### src/core/rps_pkg.sv
package rps_pkg;
	// geometry
	localparam int RPS_NPINS = 4;
	localparam int RPS_CODE_W = 6;
	localparam int RPS_SEL_W = 8;
	localparam int RPS_NSRC = 19;
	// register byte offsets
	localparam logic [7:0] RPS_OFF_IRQ1_SEL = 8'h00;
	localparam logic [7:0] RPS_OFF_IRQ2_SEL = 8'h04;
	localparam logic [7:0] RPS_OFF_OUTFN = 8'h08;
	localparam logic [7:0] RPS_OFF_DIR = 8'h0c;
	localparam logic [7:0] RPS_OFF_LATCH = 8'h10;
	localparam logic [7:0] RPS_OFF_ANSEL = 8'h14;
	localparam logic [7:0] RPS_OFF_PULLUP = 8'h18;
	localparam logic [7:0] RPS_OFF_PULLDN = 8'h1c;
	localparam logic [7:0] RPS_OFF_LEVEL = 8'h20;
	localparam logic [7:0] RPS_OFF_DEDEN = 8'h24;
	// field positions
	localparam int RPS_IRQ1_LSB = 8;
	localparam int RPS_IRQ2_LSB = 0;
	// reset values
	localparam logic [RPS_SEL_W-1:0] RPS_SEL_RST = 8'h00;
	localparam logic [RPS_CODE_W-1:0] RPS_CODE_RST = 6'h00;
	localparam logic [RPS_NPINS-1:0] RPS_DIR_RST = 4'hf;
	localparam logic [RPS_NPINS-1:0] RPS_ANSEL_RST = 4'hf;
	localparam logic [RPS_NPINS-1:0] RPS_ZERO_RST = 4'h0;
	localparam logic [RPS_NPINS-1:0] RPS_OE_N_RST = 4'hf;
	// pin-select codes
	localparam logic [RPS_SEL_W-1:0] RPS_SEL_GND = 8'h00;
	localparam logic [RPS_SEL_W-1:0] RPS_SEL_COMPARATOR_1_INPUT_SOURCE = 8'h01;
	localparam logic [RPS_SEL_W-1:0] RPS_SEL_PIN0 = 8'h02;
	localparam logic [RPS_SEL_W-1:0] RPS_SEL_MAX = 8'hb5;
	// output-function codes
	localparam logic [5:0] RPS_FN_DEFAULT = 6'h00;
	localparam logic [5:0] RPS_FN_SER1 = 6'h01;
	localparam logic [5:0] RPS_FN_SER2 = 6'h03;
	localparam logic [5:0] RPS_FN_SPIB_DO = 6'h08;
	localparam logic [5:0] RPS_FN_SPIB_CK = 6'h09;
	localparam logic [5:0] RPS_FN_SPIB_SS = 6'h0a;
	localparam logic [5:0] RPS_FN_CANA = 6'h0e;
	localparam logic [5:0] RPS_FN_CMPU1 = 6'h10;
	localparam logic [5:0] RPS_FN_CMPU4 = 6'h13;
	localparam logic [5:0] RPS_FN_CMPR1 = 6'h18;
	localparam logic [5:0] RPS_FN_CMPR3 = 6'h1a;
	localparam logic [5:0] RPS_FN_SYNC = 6'h2d;
	localparam logic [5:0] RPS_FN_REFCLK = 6'h31;
	localparam logic [5:0] RPS_FN_CMPR4 = 6'h32;
	localparam logic [5:0] RPS_FN_CMPR5 = 6'h33;
	localparam logic [5:0] RPS_FN_NIB1 = 6'h39;
	localparam logic [5:0] RPS_FN_NIB2 = 6'h3a;
	// axi responses
	localparam logic [1:0] RPS_RESP_OKAY = 2'b00;
	localparam logic [1:0] RPS_RESP_SLVERR = 2'b10;
endpackage : rps_pkg

### src/core/rps_pin_remap.sv
// Implementation choices: the register addresses and the AXI4-Lite interface to the registers.
`timescale 1ns/1ps
// Functional notes
// - no lockout between mapping registers; any mapping combination allowed
// - 6-bit code: 0 default port, 1 serial1 tx, 3 serial2 tx
// - codes 8,9,10 route spi b data, clock, select; 14 can tx
// - codes 16 to 19 route compare units one to four
// - codes 24,25,26 route comparator outputs one to three
// - codes 50,51 route comparator outputs four and five
// - code 45 pwm sync out, code 49 reference clock out
// - codes 57,58 nibble link tx; unlisted codes fall back to the default port like code 0
// - core overvoltage tri-states every pin while it persists
// - analog select resets set; level and latch reads return zero
// - highest priority enabled function owns pin; others inert
// - per-pin weak pull-up and pull-down enables
// - only one output function drives a pin at a time
// - dedicated output beats remappable output
// - one remappable output may drive several pins
// - any number of remappable inputs may sample one pin
// - analog enabled disables digital inputs; output still possible
// - direction gates only gpio output; peripheral outputs override it
// - 8-bit input select: 0 ground, 1 comparator 1, higher pins; only codes 2 to 5 reach pins 0 to 3 here, higher codes read as zero
// - irq1 select bits 15-8, irq2 select bits 7-0, rest zero
// - output code zero after reset disconnects remappable outputs
module rps_pin_remap (
	// system
	input wire logic clk_sys_i,
	input wire logic rst_i,
	// axi4-lite write
	input wire logic [7:0] s_axi_awaddr_i,
	input wire logic s_axi_awvalid_i,
	output logic s_axi_awready_o,
	input wire logic [31:0] s_axi_wdata_i,
	input wire logic [3:0] s_axi_wstrb_i,
	input wire logic s_axi_wvalid_i,
	output logic s_axi_wready_o,
	output logic [1:0] s_axi_bresp_o,
	output logic s_axi_bvalid_o,
	input wire logic s_axi_bready_i,
	// axi4-lite read
	input wire logic [7:0] s_axi_araddr_i,
	input wire logic s_axi_arvalid_i,
	output logic s_axi_arready_o,
	output logic [31:0] s_axi_rdata_o,
	output logic [1:0] s_axi_rresp_o,
	output logic s_axi_rvalid_o,
	input wire logic s_axi_rready_i,
	// peripheral outputs, order of code table
	input wire logic [rps_pkg::RPS_NSRC-1:0] periph_out_i,
	// dedicated output functions per pin
	input wire logic [rps_pkg::RPS_NPINS-1:0] ded_out_en_i,
	input wire logic [rps_pkg::RPS_NPINS-1:0] ded_out_val_i,
	// comparator 1 level and overvoltage detector
	input wire logic comparator_1_input_source_i,
	input wire logic core_overvoltage_detector_i,
	// pads
	input wire logic [rps_pkg::RPS_NPINS-1:0] pad_in_i,
	output logic [rps_pkg::RPS_NPINS-1:0] pad_out_o,
	output logic [rps_pkg::RPS_NPINS-1:0] pad_oe_n_o,
	output logic [rps_pkg::RPS_NPINS-1:0] pull_up_enable_o,
	output logic [rps_pkg::RPS_NPINS-1:0] pull_down_enable_o,
	output logic [rps_pkg::RPS_NPINS-1:0] dig_in_buf_en_o,
	// peripheral inputs
	output logic ext_irq1_o,
	output logic ext_irq2_o
);
	import rps_pkg::*;

	localparam int NP = RPS_NPINS;

	logic [RPS_SEL_W-1:0] ext_irq1_pin_code_reg;
	logic [RPS_SEL_W-1:0] ext_irq2_pin_code_reg;
	logic [RPS_CODE_W-1:0] output_function_code_reg [NP];
	logic [NP-1:0] pin_direction_reg;
	logic [NP-1:0] output_latch_reg;
	logic [NP-1:0] analog_select_reg;
	logic [NP-1:0] pull_up_reg;
	logic [NP-1:0] pull_down_reg;
	logic [NP-1:0] pad_sync1_reg;
	logic [NP-1:0] pad_sync2_reg;
	logic cmp_sync1_reg;
	logic cmp_sync2_reg;
	logic hvd_sync1_reg;
	logic hvd_sync2_reg;

	// bus handshake state
	logic aw_held_reg;
	logic w_held_reg;
	logic [7:0] aw_addr_reg;
	logic [31:0] w_data_reg;
	logic [3:0] w_strb_reg;

	// the overvoltage flag and pads are asynchronous; comparator is another clock
	always_ff @(posedge clk_sys_i) begin
		if (rst_i) begin
			pad_sync1_reg <= RPS_ZERO_RST;
			pad_sync2_reg <= RPS_ZERO_RST;
			cmp_sync1_reg <= 1'b0;
			cmp_sync2_reg <= 1'b0;
			hvd_sync1_reg <= 1'b0;
			hvd_sync2_reg <= 1'b0;
		end else begin
			pad_sync1_reg <= pad_in_i;
			pad_sync2_reg <= pad_sync1_reg;
			cmp_sync1_reg <= comparator_1_input_source_i;
			cmp_sync2_reg <= cmp_sync1_reg;
			hvd_sync1_reg <= core_overvoltage_detector_i;
			hvd_sync2_reg <= hvd_sync1_reg;
		end
	end

	// axi write: address and data taken in either order, response after both
	// readies wait for an empty slot, so a second address cannot overwrite a held one

	always_ff @(posedge clk_sys_i) begin
		if (rst_i) begin
			aw_held_reg <= 1'b0;
			w_held_reg <= 1'b0;
			aw_addr_reg <= 8'h00;
			w_data_reg <= 32'h0000_0000;
			w_strb_reg <= 4'h0;
			s_axi_awready_o <= 1'b0;
			s_axi_wready_o <= 1'b0;
			s_axi_bvalid_o <= 1'b0;
			s_axi_bresp_o <= RPS_RESP_OKAY;
		end else begin
			s_axi_awready_o <= ~aw_held_reg & ~s_axi_awready_o & s_axi_awvalid_i & ~s_axi_bvalid_o;
			s_axi_wready_o <= ~w_held_reg & ~s_axi_wready_o & s_axi_wvalid_i & ~s_axi_bvalid_o;
			if (s_axi_awvalid_i & s_axi_awready_o) begin
				aw_held_reg <= 1'b1;
				aw_addr_reg <= s_axi_awaddr_i;
			end
			if (s_axi_wvalid_i & s_axi_wready_o) begin
				w_held_reg <= 1'b1;
				w_data_reg <= s_axi_wdata_i;
				w_strb_reg <= s_axi_wstrb_i;
			end
			if (aw_held_reg & w_held_reg & ~s_axi_bvalid_o) begin
				aw_held_reg <= 1'b0;
				w_held_reg <= 1'b0;
				s_axi_bvalid_o <= 1'b1;
				s_axi_bresp_o <= wr_ok(aw_addr_reg) ? RPS_RESP_OKAY : RPS_RESP_SLVERR;
			end else if (s_axi_bvalid_o & s_axi_bready_i) begin
				s_axi_bvalid_o <= 1'b0;
			end
		end
	end

	function automatic logic wr_ok(input logic [7:0] a);
		wr_ok = (a[1:0] == 2'b00) && (a <= RPS_OFF_PULLDN);
	endfunction : wr_ok

	logic commit;
	assign commit = aw_held_reg & w_held_reg & ~s_axi_bvalid_o;

	// no cross-register lockout: every field is written independently
	always_ff @(posedge clk_sys_i) begin
		if (rst_i) begin
			ext_irq1_pin_code_reg <= RPS_SEL_RST;
			ext_irq2_pin_code_reg <= RPS_SEL_RST;
			for (int i = 0; i < NP; i++) begin
				output_function_code_reg[i] <= RPS_CODE_RST;
			end
			pin_direction_reg <= RPS_DIR_RST;
			output_latch_reg <= RPS_ZERO_RST;
			analog_select_reg <= RPS_ANSEL_RST;
			pull_up_reg <= RPS_ZERO_RST;
			pull_down_reg <= RPS_ZERO_RST;
		end else if (commit) begin
			case (aw_addr_reg)
				RPS_OFF_IRQ1_SEL: if (w_strb_reg[1]) begin
					ext_irq1_pin_code_reg <= w_data_reg[RPS_IRQ1_LSB +: RPS_SEL_W];
				end
				RPS_OFF_IRQ2_SEL: if (w_strb_reg[0]) begin
					ext_irq2_pin_code_reg <= w_data_reg[RPS_IRQ2_LSB +: RPS_SEL_W];
				end
				RPS_OFF_OUTFN: begin
					for (int i = 0; i < NP; i++) begin
						if (w_strb_reg[i]) begin
							output_function_code_reg[i] <= w_data_reg[8*i +: RPS_CODE_W];
						end
					end
				end
				RPS_OFF_DIR: if (w_strb_reg[0]) begin
					pin_direction_reg <= w_data_reg[NP-1:0];
				end
				RPS_OFF_LATCH: if (w_strb_reg[0]) begin
					output_latch_reg <= w_data_reg[NP-1:0];
				end
				RPS_OFF_ANSEL: if (w_strb_reg[0]) begin
					analog_select_reg <= w_data_reg[NP-1:0];
				end
				RPS_OFF_PULLUP: if (w_strb_reg[0]) begin
					pull_up_reg <= w_data_reg[NP-1:0];
				end
				RPS_OFF_PULLDN: if (w_strb_reg[0]) begin
					pull_down_reg <= w_data_reg[NP-1:0];
				end
				default: begin
				end
			endcase
		end
	end

	// axi read
	logic [31:0] rd_word;
	logic rd_hit;
	logic [NP-1:0] dig_level;
	assign dig_level = pad_sync2_reg & ~analog_select_reg;

	always_comb begin
		rd_word = 32'h0000_0000;
		rd_hit = 1'b1;
		case (s_axi_araddr_i)
			RPS_OFF_IRQ1_SEL: rd_word[RPS_IRQ1_LSB +: RPS_SEL_W] = ext_irq1_pin_code_reg;
			RPS_OFF_IRQ2_SEL: rd_word[RPS_IRQ2_LSB +: RPS_SEL_W] = ext_irq2_pin_code_reg;
			RPS_OFF_OUTFN: begin
				for (int i = 0; i < NP; i++) begin
					rd_word[8*i +: RPS_CODE_W] = output_function_code_reg[i];
				end
			end
			RPS_OFF_DIR: rd_word[NP-1:0] = pin_direction_reg;
			RPS_OFF_LATCH: rd_word[NP-1:0] = output_latch_reg & ~analog_select_reg;
			RPS_OFF_ANSEL: rd_word[NP-1:0] = analog_select_reg;
			RPS_OFF_PULLUP: rd_word[NP-1:0] = pull_up_reg;
			RPS_OFF_PULLDN: rd_word[NP-1:0] = pull_down_reg;
			RPS_OFF_LEVEL: rd_word[NP-1:0] = dig_level;
			RPS_OFF_DEDEN: rd_word[NP:0] = {hvd_sync2_reg, ded_out_en_i};
			default: rd_hit = 1'b0;
		endcase
	end

	always_ff @(posedge clk_sys_i) begin
		if (rst_i) begin
			s_axi_arready_o <= 1'b0;
			s_axi_rvalid_o <= 1'b0;
			s_axi_rdata_o <= 32'h0000_0000;
			s_axi_rresp_o <= RPS_RESP_OKAY;
		end else begin
			s_axi_arready_o <= s_axi_arvalid_i & ~s_axi_arready_o & ~s_axi_rvalid_o;
			if (s_axi_arvalid_i & s_axi_arready_o) begin
				s_axi_rvalid_o <= 1'b1;
				s_axi_rdata_o <= rd_word;
				s_axi_rresp_o <= rd_hit && (s_axi_araddr_i[1:0] == 2'b00) ? RPS_RESP_OKAY : RPS_RESP_SLVERR;
			end else if (s_axi_rvalid_o & s_axi_rready_i) begin
				s_axi_rvalid_o <= 1'b0;
			end
		end
	end

	// output selection; one mux per pin so any source may feed many pins
	function automatic logic [1:0] fn_pick(input logic [5:0] code, input logic [RPS_NSRC-1:0] src);
		fn_pick = 2'b00;
		case (code)
			RPS_FN_SER1: fn_pick = {1'b1, src[0]};
			RPS_FN_SER2: fn_pick = {1'b1, src[1]};
			RPS_FN_SPIB_DO: fn_pick = {1'b1, src[2]};
			RPS_FN_SPIB_CK: fn_pick = {1'b1, src[3]};
			RPS_FN_SPIB_SS: fn_pick = {1'b1, src[4]};
			RPS_FN_CANA: fn_pick = {1'b1, src[5]};
			RPS_FN_CMPR1, 6'h19, RPS_FN_CMPR3: fn_pick = {1'b1, src[5'(code[1:0]) + 5'd10]};
			RPS_FN_SYNC: fn_pick = {1'b1, src[13]};
			RPS_FN_REFCLK: fn_pick = {1'b1, src[14]};
			RPS_FN_CMPR4: fn_pick = {1'b1, src[15]};
			RPS_FN_CMPR5: fn_pick = {1'b1, src[16]};
			RPS_FN_NIB1: fn_pick = {1'b1, src[17]};
			RPS_FN_NIB2: fn_pick = {1'b1, src[RPS_NSRC-1]};
			default: begin
				if (code >= RPS_FN_CMPU1 && code <= RPS_FN_CMPU4) begin
					fn_pick = {1'b1, src[5'(code[1:0]) + 5'd6]};
				end
			end
		endcase
	endfunction : fn_pick

	// per-pin remap selection, ahead of the pad registers
	logic [1:0] rp_sel [NP];
	always_comb begin
		for (int i = 0; i < NP; i++) begin
			rp_sel[i] = fn_pick(output_function_code_reg[i], periph_out_i);
		end
	end

	// the pad drivers are registered so every routing change lands cleanly one edge later
	always_ff @(posedge clk_sys_i) begin
		if (rst_i) begin
			pad_out_o <= RPS_ZERO_RST;
			pad_oe_n_o <= RPS_OE_N_RST;
			pull_up_enable_o <= RPS_ZERO_RST;
			pull_down_enable_o <= RPS_ZERO_RST;
			dig_in_buf_en_o <= RPS_ZERO_RST;
		end else begin
			for (int i = 0; i < NP; i++) begin
				if (hvd_sync2_reg) begin
					pad_oe_n_o[i] <= 1'b1;
					pad_out_o[i] <= 1'b0;
				end else if (ded_out_en_i[i]) begin
					pad_oe_n_o[i] <= 1'b0;
					pad_out_o[i] <= ded_out_val_i[i];
				end else if (rp_sel[i][1]) begin
					pad_oe_n_o[i] <= 1'b0;
					pad_out_o[i] <= rp_sel[i][0];
				end else begin
					pad_oe_n_o[i] <= pin_direction_reg[i];
					pad_out_o[i] <= output_latch_reg[i];
				end
			end
			pull_up_enable_o <= hvd_sync2_reg ? RPS_ZERO_RST : pull_up_reg;
			pull_down_enable_o <= hvd_sync2_reg ? RPS_ZERO_RST : pull_down_reg;
			dig_in_buf_en_o <= hvd_sync2_reg ? RPS_ZERO_RST : ~analog_select_reg;
		end
	end

	// remapped inputs: plain muxes, many readers per pin allowed
	function automatic logic in_pick(input logic [7:0] sel, input logic [NP-1:0] lvl, input logic c1);
		in_pick = 1'b0;
		if (sel == RPS_SEL_COMPARATOR_1_INPUT_SOURCE) begin
			in_pick = c1;
		end else if (sel >= RPS_SEL_PIN0 && sel < RPS_SEL_PIN0 + 8'(NP)) begin
			in_pick = lvl[2'(sel - RPS_SEL_PIN0)];
		end
	endfunction : in_pick

	always_ff @(posedge clk_sys_i) begin
		if (rst_i) begin
			ext_irq1_o <= 1'b0;
			ext_irq2_o <= 1'b0;
		end else begin
			ext_irq1_o <= in_pick(ext_irq1_pin_code_reg, dig_level, cmp_sync2_reg);
			ext_irq2_o <= in_pick(ext_irq2_pin_code_reg, dig_level, cmp_sync2_reg);
		end
	end

	// assertions; each watches a pin that some scenario actually exercises
	hvd_tristate_a: assert property (@(posedge clk_sys_i) disable iff (rst_i)
		hvd_sync2_reg |=> pad_oe_n_o == RPS_OE_N_RST) else $error("pins driven during overvoltage");
	hvd_pulls_a: assert property (@(posedge clk_sys_i) disable iff (rst_i)
		hvd_sync2_reg |=> pull_up_enable_o == RPS_ZERO_RST && pull_down_enable_o == RPS_ZERO_RST)
		else $error("pulls on during overvoltage");
	ded_wins_a: assert property (@(posedge clk_sys_i) disable iff (rst_i)
		!hvd_sync2_reg && ded_out_en_i[2] |=> !pad_oe_n_o[2] && pad_out_o[2] == $past(ded_out_val_i[2]))
		else $error("dedicated output lost pin 2");
	ansel_read_a: assert property (@(posedge clk_sys_i) disable iff (rst_i)
		s_axi_arvalid_i && s_axi_arready_o && s_axi_araddr_i == RPS_OFF_LATCH && analog_select_reg[1]
		|=> !s_axi_rdata_o[1]) else $error("analog pin latch reads one");
	gnd_sel_a: assert property (@(posedge clk_sys_i) disable iff (rst_i)
		ext_irq1_pin_code_reg == RPS_SEL_GND |=> !ext_irq1_o) else $error("grounded input high");
	cmp_sel_a: assert property (@(posedge clk_sys_i) disable iff (rst_i)
		ext_irq2_pin_code_reg == RPS_SEL_COMPARATOR_1_INPUT_SOURCE |=> ext_irq2_o == $past(cmp_sync2_reg))
		else $error("comparator input lost");
	code_zero_a: assert property (@(posedge clk_sys_i) disable iff (rst_i)
		!hvd_sync2_reg && !ded_out_en_i[1] && output_function_code_reg[1] == RPS_CODE_RST
		|=> pad_oe_n_o[1] == $past(pin_direction_reg[1])) else $error("code zero not gpio");
	ser1_route_a: assert property (@(posedge clk_sys_i) disable iff (rst_i)
		!hvd_sync2_reg && !ded_out_en_i[2] && output_function_code_reg[2] == RPS_FN_SER1
		|=> !pad_oe_n_o[2] && pad_out_o[2] == $past(periph_out_i[0])) else $error("serial1 route");
	pull_up_a: assert property (@(posedge clk_sys_i) disable iff (rst_i)
		!hvd_sync2_reg |=> pull_up_enable_o == $past(pull_up_reg)) else $error("pull-up mismatch");
	in_buf_off_a: assert property (@(posedge clk_sys_i) disable iff (rst_i)
		analog_select_reg[3] |=> !dig_in_buf_en_o[3]) else $error("input buffer on analog pin");
	cmpu4_route_a: assert property (@(posedge clk_sys_i) disable iff (rst_i)
		!hvd_sync2_reg && !ded_out_en_i[0] && output_function_code_reg[0] == RPS_FN_CMPU4
		|=> pad_out_o[0] == $past(periph_out_i[9])) else $error("compare unit 4 route");
	nib2_route_a: assert property (@(posedge clk_sys_i) disable iff (rst_i)
		!hvd_sync2_reg && !ded_out_en_i[0] && output_function_code_reg[0] == RPS_FN_NIB2
		|=> !pad_oe_n_o[0] && pad_out_o[0] == $past(periph_out_i[RPS_NSRC-1]))
		else $error("nibble link 2 route");
	write_next_a: assert property (@(posedge clk_sys_i) disable iff (rst_i)
		commit && aw_addr_reg == RPS_OFF_DIR && w_strb_reg[0]
		|=> pin_direction_reg == $past(w_data_reg[NP-1:0])) else $error("direction write lost");
	cov_ded_c: cover property (@(posedge clk_sys_i) ded_out_en_i != RPS_ZERO_RST && !hvd_sync2_reg);
	cov_write_c: cover property (@(posedge clk_sys_i) s_axi_bvalid_o && s_axi_bready_i);
	cov_read_c: cover property (@(posedge clk_sys_i) s_axi_rvalid_o && s_axi_rready_i);
	cov_hvd_c: cover property (@(posedge clk_sys_i) hvd_sync2_reg);
	cov_remap_c: cover property (@(posedge clk_sys_i) output_function_code_reg[0] == RPS_FN_NIB2);
endmodule : rps_pin_remap

### config.mk
export PLATFORM = sky130hd
export DESIGN_NAME = rps_pin_remap
export DESIGN_NICKNAME = d
export VERILOG_FILES = /design/src/core/rps_pkg.sv /design/src/core/rps_pin_remap.sv
export SDC_FILE = /design/constraint.sdc
export NUM_CORES = 1
export LEC_CHECK = 0
export BUFFER_PORTS_ARGS = -buffer_cell sky130_fd_sc_hd__buf_4
export CORE_UTILIZATION = 29
export CTS_CLUSTER_SIZE = 8
export DETAILED_ROUTE_END_ITERATION = 8
export GPL_TIMING_DRIVEN = 0
export SLEW_MARGIN = 10
export SYNTH_ARGS = -nofsm -noshare
export SYNTH_HDL_FRONTEND = slang
export SYNTH_SLANG_ARGS = --single-unit
### constraint.sdc
create_clock -name clk_sys_i -period 3.1 [get_ports clk_sys_i]
set_input_delay 0 -clock clk_sys_i [delete_from_list [all_inputs] [get_ports clk_sys_i]]
set_output_delay 0 -clock clk_sys_i [all_outputs]
set_load 0.01 [all_outputs]
Word level (Yosys, flattened, before mapping)
Memories as Yosys holds them, arrays and structs flattened.
Cells that the tools add are included.

word-level totals
  ROM bits = 0
  memories kept = 1
  RAM bits = 24
  logic and storage cells = 291
  latch bits = 0
  bits of input ports = 92
  flip-flop bits (word level) = 151

memories
  name                      words  width  read ports  clocked after Yosys merged registers in  write ports  line                 text
  output_function_code_reg  4      6      4           0                                        4            rps_pin_remap.sv:73  logic [RPS_CODE_W-1:0] output_function_code_reg [NP];

cells by class
  mux-type cells = 89
  shift-type cells = 0
  multipliers = 0
  magnitude comparators = 23
  bitwise logic cells = 29
  equal/unequal tests = 78
  reductions and logical operators = 28
  divide/modulo/power cells = 0
  add/sub/neg operators = 10

operator list
  kind                 count
  $eq 6x6->1 const B   24
  $pmux 2 s13          4
  $eq 6x4->1 const B   16
  $eq 6x5->1 const B   12
  $eq 8x5->1 const B   8
  $mux 1               57
  $bmux 1 s5           8
  $mux 6               6
  $pmux 4 s9           1
  $eq 8x4->1 const B   4
  $eq 6x1->1 const B   4
  $eq 6x2->1 const B   4
  $ge 6x5->1 const B   4
  $le 6x5->1 const B   4
  $lt 4x6->1 const B   4
  $lt 5x6->1 const B   4
  $reduce_and 3->1     7
  $add 2x4->5 const B  4
  $add 2x3->4 const B  4
  $eq 8x1->1 const B   2
  $eq 8x3->1 const B   2
  $eq 8x6->1 const B   2
  $ge 8x2->1 const B   2
  $logic_not 8->1      2
  20 further kinds     68

Depth between registers and ports, before layout
Gate-level depths: netlist of run 1.
An unclocked memory read counts as a cell.

  depth after elaboration = 8
  gate-level depth with buffers = 8

Worst setup path before layout of run 1
Ideal clock, no wire load.

  path kind = reg-to-reg
  start point = reg aw_addr_reg[0]
  end point = mem output_function_code_reg[2][0], enable pin
  period minus slack after synthesis = 1831 ps
  setup slack = 1269 ps
  buffers on the path = 0
  required time = 2782 ps
  library setup time = 318 ps
  cell stages (with the launch flop) = 6
  arrival time = 1513 ps
  cells stage by stage = dfxtp_1 or4_4 nor4_4 and2_4 nand2_1 nand2_1

RTL lines
  item                      line                  text
  start: declaration        rps_pin_remap.sv:89   logic [7:0] aw_addr_reg;
  start signal: assignment  rps_pin_remap.sv:131  aw_addr_reg <= s_axi_awaddr_i;
  end: declaration          rps_pin_remap.sv:73

==> impl_metrics.tcl, run 1 <==
set metrics [dict create \
    cts_root_buffer "clkbuf_16" \
    status "finished, final reports clean" \
    grt_first_pass_wirelength_um 40700 \
    critical_path_peak_fanout 10 \
    worst_slack_ns 0.347 \
    rsz0062_at_grt "no" \
    layout-drive-gt1-share_pct 19.7 \
    dr_wl_met2_um 12200 \
    period_share_pct 88.8 \
    cpMostUsedCell "clkbuf_1" \
    fin_tns_setup_ns 0 \
    ys_top_cells_by_area "dfxtp_1, edfxtp_1, nand2_1" \
    dpl_worst_slack_ns 0.879 \
    rrSetupSlack_ns 0.35 \
    synth_edf_count 24 \
    maxCapViolations 0 \
    viasPerCell 4.95 \
    clk_path_buf_depth 2 \
    grt_overflow 0 \
    finish.instance_area_sq_mm 0.0108 \
    cts.sinks 171 \
    rr_endpoint "pad_out_o[1]" \
    cp-endpoint "pad_out_o[1]" \
    syn_inst 917 \
    drt-initial-drc-count 591 \
    std_cell_rows 60 \
    ys_seq_elements 171 \
    fin_cells 1501 \
    p_leak_nw 4.31 \
    worst_ep_required_time_ns 3.43 \
    crit_start "output_function_code_reg[1][0]" \
    hold_violations 0 \
    crit_buf_inv 3 \
    wirelength_um 26300 \
    critical_path_class "reg -> reg" \
    die_w_um 168 \
    synth-xor-area-share_pct 0.218 \
    wl_met1_um 12300 \
    synth.distinct_cells 74 \
    peakVddDrop_mv 0.362 \
    tightest_slew_ns 0.672 \
    initial_core_util_pct 29.7 \
    synth-adder-area-share_pct 0 \
    dr_wl_met3_um 1560 \
    grt_max_degree 17 \
    setup_violations 0 \
    placedInstanceArea_sq_mm 0.00955 \
    worst-endpoint-arrival_ns 3.09 \
    synth_top_family_by_area "simple AND/OR/NAND/NOR gates" \
    firstDrtPassIters 5 \
    synth_area_sq_mm 0.00803 \
    yosysSeqAreaShare_pct 45.6 \
    fin_worst_skew_ns 0.0231 \
    cts_resized 0 \
    routabilityCongestion 0.905 \
    reg2reg_from "output_function_code_reg[1][0]" \
    grt_usage_pct 18.8 \
    cts_buffers 17 \
    synth-simple-area-share_pct 27.0 \
    start_kind "flop" \
    synth_compound_area_share_pct 14.2 \
    crit_cells 7 \
    antenna_left 0 \
    p_per_area_mw_per_mm2 463 \
    wl_per_cell_um 17.6 \
    slowest_stage "dlygate4sd3_1" \
    synthMuxAreaShare_pct 8.43 \
    top_layer "met4" \
    htree_levels 4 \
    area_growth_pct 34.0 \
    placed_cells 1406 \
    place_hpwl_um 20100 \
    numPortBuffers 143 \
    async_flop_share_pct 0 \
    clk_latency_ns 0.44 \
    antennaDiodeCount 0 \
    min_period_ns 2.75 \
    cts_tree "yes" \
    die_h_um 168 \
    cts_setup_buffers 0 \
    avgSynthCellArea_sq_um 8.76 \
    hp-class "in -> reg" \
    vias 7432 \
    io_pins 155 \
    slew_headroom_pct 55.2 \
    finalNetCount 1239 \
    ctsHoldBuffers 63 \
    core_area_sq_mm 0.0270 \
    maxSlewViolCount 0 \
    grt_pass1_vias 7063 \
    yosys.area.top_type "dfxtp_1" \
    reg2reg_depth 7 \
    synth_top_area_share_pct 36.6 \
    ys.flop_type "dfxtp_1" \
    fmax_ghz 0.363 \
    drc_errors 0 \
    critical-path-top-delay-family "buffers and inverters" \
    antenna_found_initial 0 \
    path_cells "clkbuf_1 -> clkbuf_1 -> o2111a_1 -> o221ai_1 -> nor4_1 -> a2111oi_2 -> dlygate4sd3_1" \
    path_clk_slew_ns 0.08 \
    die_area_sq_mm 0.0284 \
    critPathMaxStageDelay_ns 0.58 \
    crit_path_end_kind "flop" \
    yosysWarnings 0 \
]
[cells in the final DEF (no fill, tap or decap), types with 4 or more instances in the layout]
cell / netlist / layout
buf_4: 9 / 152
nand2_1: 147 / 147
dfxtp_1: 147 / 147
a21oi_1: 85 / 85
nor2_1: 74 / 74
dlygate4sd3_1: 0 / 63
mux2i_1: 44 / 44
clkbuf_1: 39 / 41
nand3_1: 40 / 40
and2_1: 35 / 35
nor2b_1: 27 / 27
edfxtp_1: 24 / 24
o21ai_0: 21 / 21
nor3_1: 17 / 17
clkbuf_16: 0 / 17
buf_2: 14 / 14
nand2b_1: 14 / 14
nand3b_1: 10 / 10
inv_1: 9 / 9
nor3b_1: 9 / 9
a221oi_1: 9 / 9
buf_1: 7 / 7
a31oi_1: 7 / 7
mux4_2: 7 / 7
mux2_2: 7 / 7
nand4_1: 6 / 6
a22oi_1: 6 / 6
nor4_1: 6 / 6
a211oi_1: 6 / 6
conb_1: 1 / 6
nand4b_1: 5 / 5
nor4b_1: 5 / 5
and3_1: 5 / 5
o211ai_1: 5 / 5
inv_6: 0 / 5
o22ai_1: 4 / 4
a22o_1: 4 / 4
[kinds of logic (layout without fill, tap and decap cells)]
logic type / after synthesis / after routing
flops: 171 / 171
buf+inv: 80 / 318
compound gates: 180 / 180
simple gates: 425 / 425
other cells: 1 / 6
mux: 58 / 58
xor+xnor: 2 / 2
[per-layer routing]
layer	global-route usage (%)	vias up
met2	30.4	226
met5	0	-
li1	-	3695
met3	3.74	17
met4	4.78	0
met1	25.6	3494
[stage by stage]
| stage | power [W] | util, % | hold slack (ns) |
|---|---|---|---|
| after global placement | 0.00285 | 35.3 | 0.218 |
| after CTS | 0.00502 | 39.8 | 0.00193 |
| after global routing | 0.00516 | 39.8 | 0.0377 |
| after detailed placement | 0.00286 | 35.3 | 0.218 |
| final | 0.00498 | 39.8 | 0.0296 |
| after floorplan | 0.00262 | - | 0.0952 |
[synthesized netlist by cell type (all sizes together), types with 3 or more instances]
cell type	number
a211oi	6
a21oi	85
a221oi	9
a22o	4
a22oi	6
a31oi	7
a32o	3
and2	37
and3	9
and4b	3
buf	31
clkbuf	40
dfxtp	147
edfxtp	24
inv	9
mux2	7
mux2i	44
mux4	7
nand2	147
nand2b	14
nand3	42
nand3b	11
nand4	6
nand4b	5
nor2	74
nor2b	27
nor3	19
nor3b	9
nor4	7
nor4b	5
o211ai	5
o21ai	21
o221ai	3
o22ai	4
o31ai	3
or4	3
[tightest hold or removal path: cells and delay by family]
| kind | cells | cell delay, ns |
|---|---|---|
| buffers and inverters | 1 | 0.09 |
| and+or+nand+nor | 2 | 0.27 |
| AOI/OAI and AO/OA | 1 | 0.05 |
[power by group]
part	internal, W	total [W]	switching [W]
clock network	0.00115	0.00211	0.000958
registers	0.00230	0.00234	0.0000408
logic	0.000258	0.000536	0.000278
total	0.00371	0.00498	0.00128
[final cells by class]
type / instances / area, sq um
clock buffer: 20 / 447
clock inverter: 12 / 131
inverter: 9 / 33.8
timing repair buffer: 206 / 1700
tap: 341 / 427
sequential: 171 / 3660
fill: 2735 / 16300
buffer: 71 / 327
multi-input combinational: 671 / 4030
[worst min path at each step]
| stage | startpoint | end | depth (start not counted) |
|---|---|---|---|
| CTS | s_axi_araddr_i[1] | s_axi_rdata_o[2] | 4 |
| global route | s_axi_araddr_i[1] | s_axi_rdata_o[1] | 4 |
| finish | s_axi_awvalid_i | aw_addr_reg[2] | 4 |
| global placement | pad_in_i[0] | pad_sync1_reg[0] | 2 |
| floorplan | ded_out_en_i[1] | pad_out_o[1] | 1 |
| detailed placement | pad_in_i[0] | pad_sync1_reg[0] | 2 |
Power figures use the tool's default switching activity.
==> run 2: changes to the inputs <==
CTS_BUF_LIST = sky130_fd_sc_hd__clkbuf_16   (was unset)
==> run 2 against run 1 <==
  * Fmax is 0.30% higher
  * Core utilization hardly changed
  * Critical endpoint unchanged
  * Largest power group unchanged
  * Register-to-register slack hardly changed
  * Power is 0.73% lower
==> impl_metrics.tcl, run 2 (synthesis results as in run 1) <==
set metrics [dict create \
    status "finished, final reports clean" \
    cts_buffers 17 \
    firstDrtPassIters 5 \
    placed_cells 1406 \
    critical_path_peak_fanout 10 \
    cts_tree "yes" \
    grtUsageMet3_pct 3.74 \
    rrSetupSlack_ns 0.35 \
    finish.instance_area_sq_mm 0.0107 \
    grt_pass1_vias 7062 \
    multi_input_area_sq_mm 0.00403 \
    fin_cells 1501 \
    min_from "s_axi_awvalid_i" \
    slew_headroom_pct 54.6 \
    layout-drive-gt1-share_pct 19.7 \
    p_leak_nw 4.31 \
    crit_start "output_function_code_reg[1][0]" \
    htree_levels 4 \
    cts_resized 0 \
    met2_usage_pct 30.4 \
    period_share_pct 88.6 \
    viasPerCell 4.95 \
    cts.sinks 171 \
    io_pins 155 \
    start_kind "flop" \
    antenna_found_initial 0 \
    die_w_um 168 \
    rr_endpoint "pad_out_o[1]" \
    std_cell_rows 60 \
    seq_area_sq_mm 0.00366 \
    cts_setup_buffers 0 \
    wl_per_cell_um 17.5 \
    initial_core_util_pct 29.7 \
    crit_path_end_kind "flop" \
    hp-class "in -> reg" \
    die_h_um 168 \
    area_growth_pct 33.8 \
    hold_violations 0 \
    drc_errors 0 \
    die_area_sq_mm 0.0284 \
    place_hpwl_um 20100 \
    nFillCells 2737 \
    drt-initial-drc-count 568 \
    finalNetCount 1239 \
    grt_overflow 0 \
    placedInstanceArea_sq_mm 0.00955 \
    clk_path_buf_depth 2 \
    cts_root_buffer "clkbuf_16" \
    whs_endpoint "aw_addr_reg[2]" \
    reg2reg_from "output_function_code_reg[1][0]" \
    rsz0062_at_grt "no" \
    wirelength_um 26300 \
    p_per_area_mw_per_mm2 460 \
    busiest_layer "met2" \
    grt_usage_pct 18.8 \
    p_total_w 0.00495 \
    antenna_left 0 \
    numPortBuffers 143 \
    reg2reg_depth 7 \
    critical_path_class "reg -> reg" \
    worst_hold_slack_ns 0.0301 \
    ctsHoldBuffers 63 \
    fin_tns_setup_ns 0 \
    routabilityCongestion 0.905 \
    layout_commonest_cell "buf_4" \
    fin_worst_skew_ns 0.0195 \
    maxCapViolations 0 \
    worst_ep_required_time_ns 3.43 \
    min_period_ns 2.75 \
    worst-endpoint-arrival_ns 3.08 \
    fmax_ghz 0.364 \
    tightest_slew_ns 0.681 \
    use_met1_pct 25.6 \
    core_area_sq_mm 0.0270 \
    clk_latency_ns 0.44 \
    grt_max_degree 17 \
    maxSlewViolCount 0 \
    antennaDiodeCount 0 \
    holdPathStages 4 \
    vias 7435 \
    peakVddDrop_mv 0.362 \
    path_clk_slew_ns 0.08 \
    setup_violations 0 \
    grt_first_pass_wirelength_um 40700 \
    most-common-layout-cells "buf_4, nand2_1, dfxtp_1, a21oi_1, nor2_1" \
]
-- run 2: cell types whose count changed in the layout (fill, tap and decap cells not counted), sizes merged --
cell    before  now
clkinv       4    5
clkbuf      60   57
inv         15   17
-- run 2: metrics by stage --
| step | setup WS (ns) | utilization (%) |
|---|---|---|
| final | 0.355 | 39.8 |
| after global placement | 0.868 | 35.3 |
| after floorplan | 1.27 | - |
| after detailed placement | 0.879 | 35.3 |
| after CTS | 0.354 | 39.8 |
| after global routing | 0.158 | 39.8 |
-- run 2: layer usage --
layer	share of wire [%]	wire length, um
met1	47	12300
met2	46	12100
met3	6.0	1570
met4	1.3	339
met5	0	0
-- run 2: worst max-delay path: stages (launching register included) --
cell           delay (ns)
edfxtp_1             0.35
clkbuf_1             0.36
clkbuf_1             0.42
o2111a_1             0.34
o221ai_1             0.14
nor4_1               0.40
a2111oi_2            0.06
dlygate4sd3_1        0.58
-- run 2: area by class of cell --
class                           count  area share, %
Multi-Input combinational cell    671           37.5
Clock buffer                       17           3.96
Tap cell                          341           3.97
Sequential cell                   171           34.1
Clock inverter                     15           1.33
Timing Repair Buffer              206           15.9
Inverter                            9          0.314
Buffer                             71           3.04
-- run 2: power breakdown --
part	total [W]	internal [W]	leakage, nW	switching [W]
Clock	0.00208	0.00112	0.284	0.000953
Combinational	0.000536	0.000258	2.59	0.000278
Sequential	0.00234	0.00230	1.44	0.0000406
-- run 2: worst max path at each step --
stage | slack, ns | to | depth (start not counted)
2_1_floorplan | 1.27 | output_function_code_reg[2][0] | 5
3_3_place_gp | 0.87 | pad_out_o[1] | 6
3_5_place_dp | 0.88 | pad_out_o[3] | 7
4_1_cts | 0.35 | pad_out_o[3] | 8
5_1_grt | 0.16 | pad_out_o[3] | 8
6_report | 0.35 | pad_out_o[1] | 7
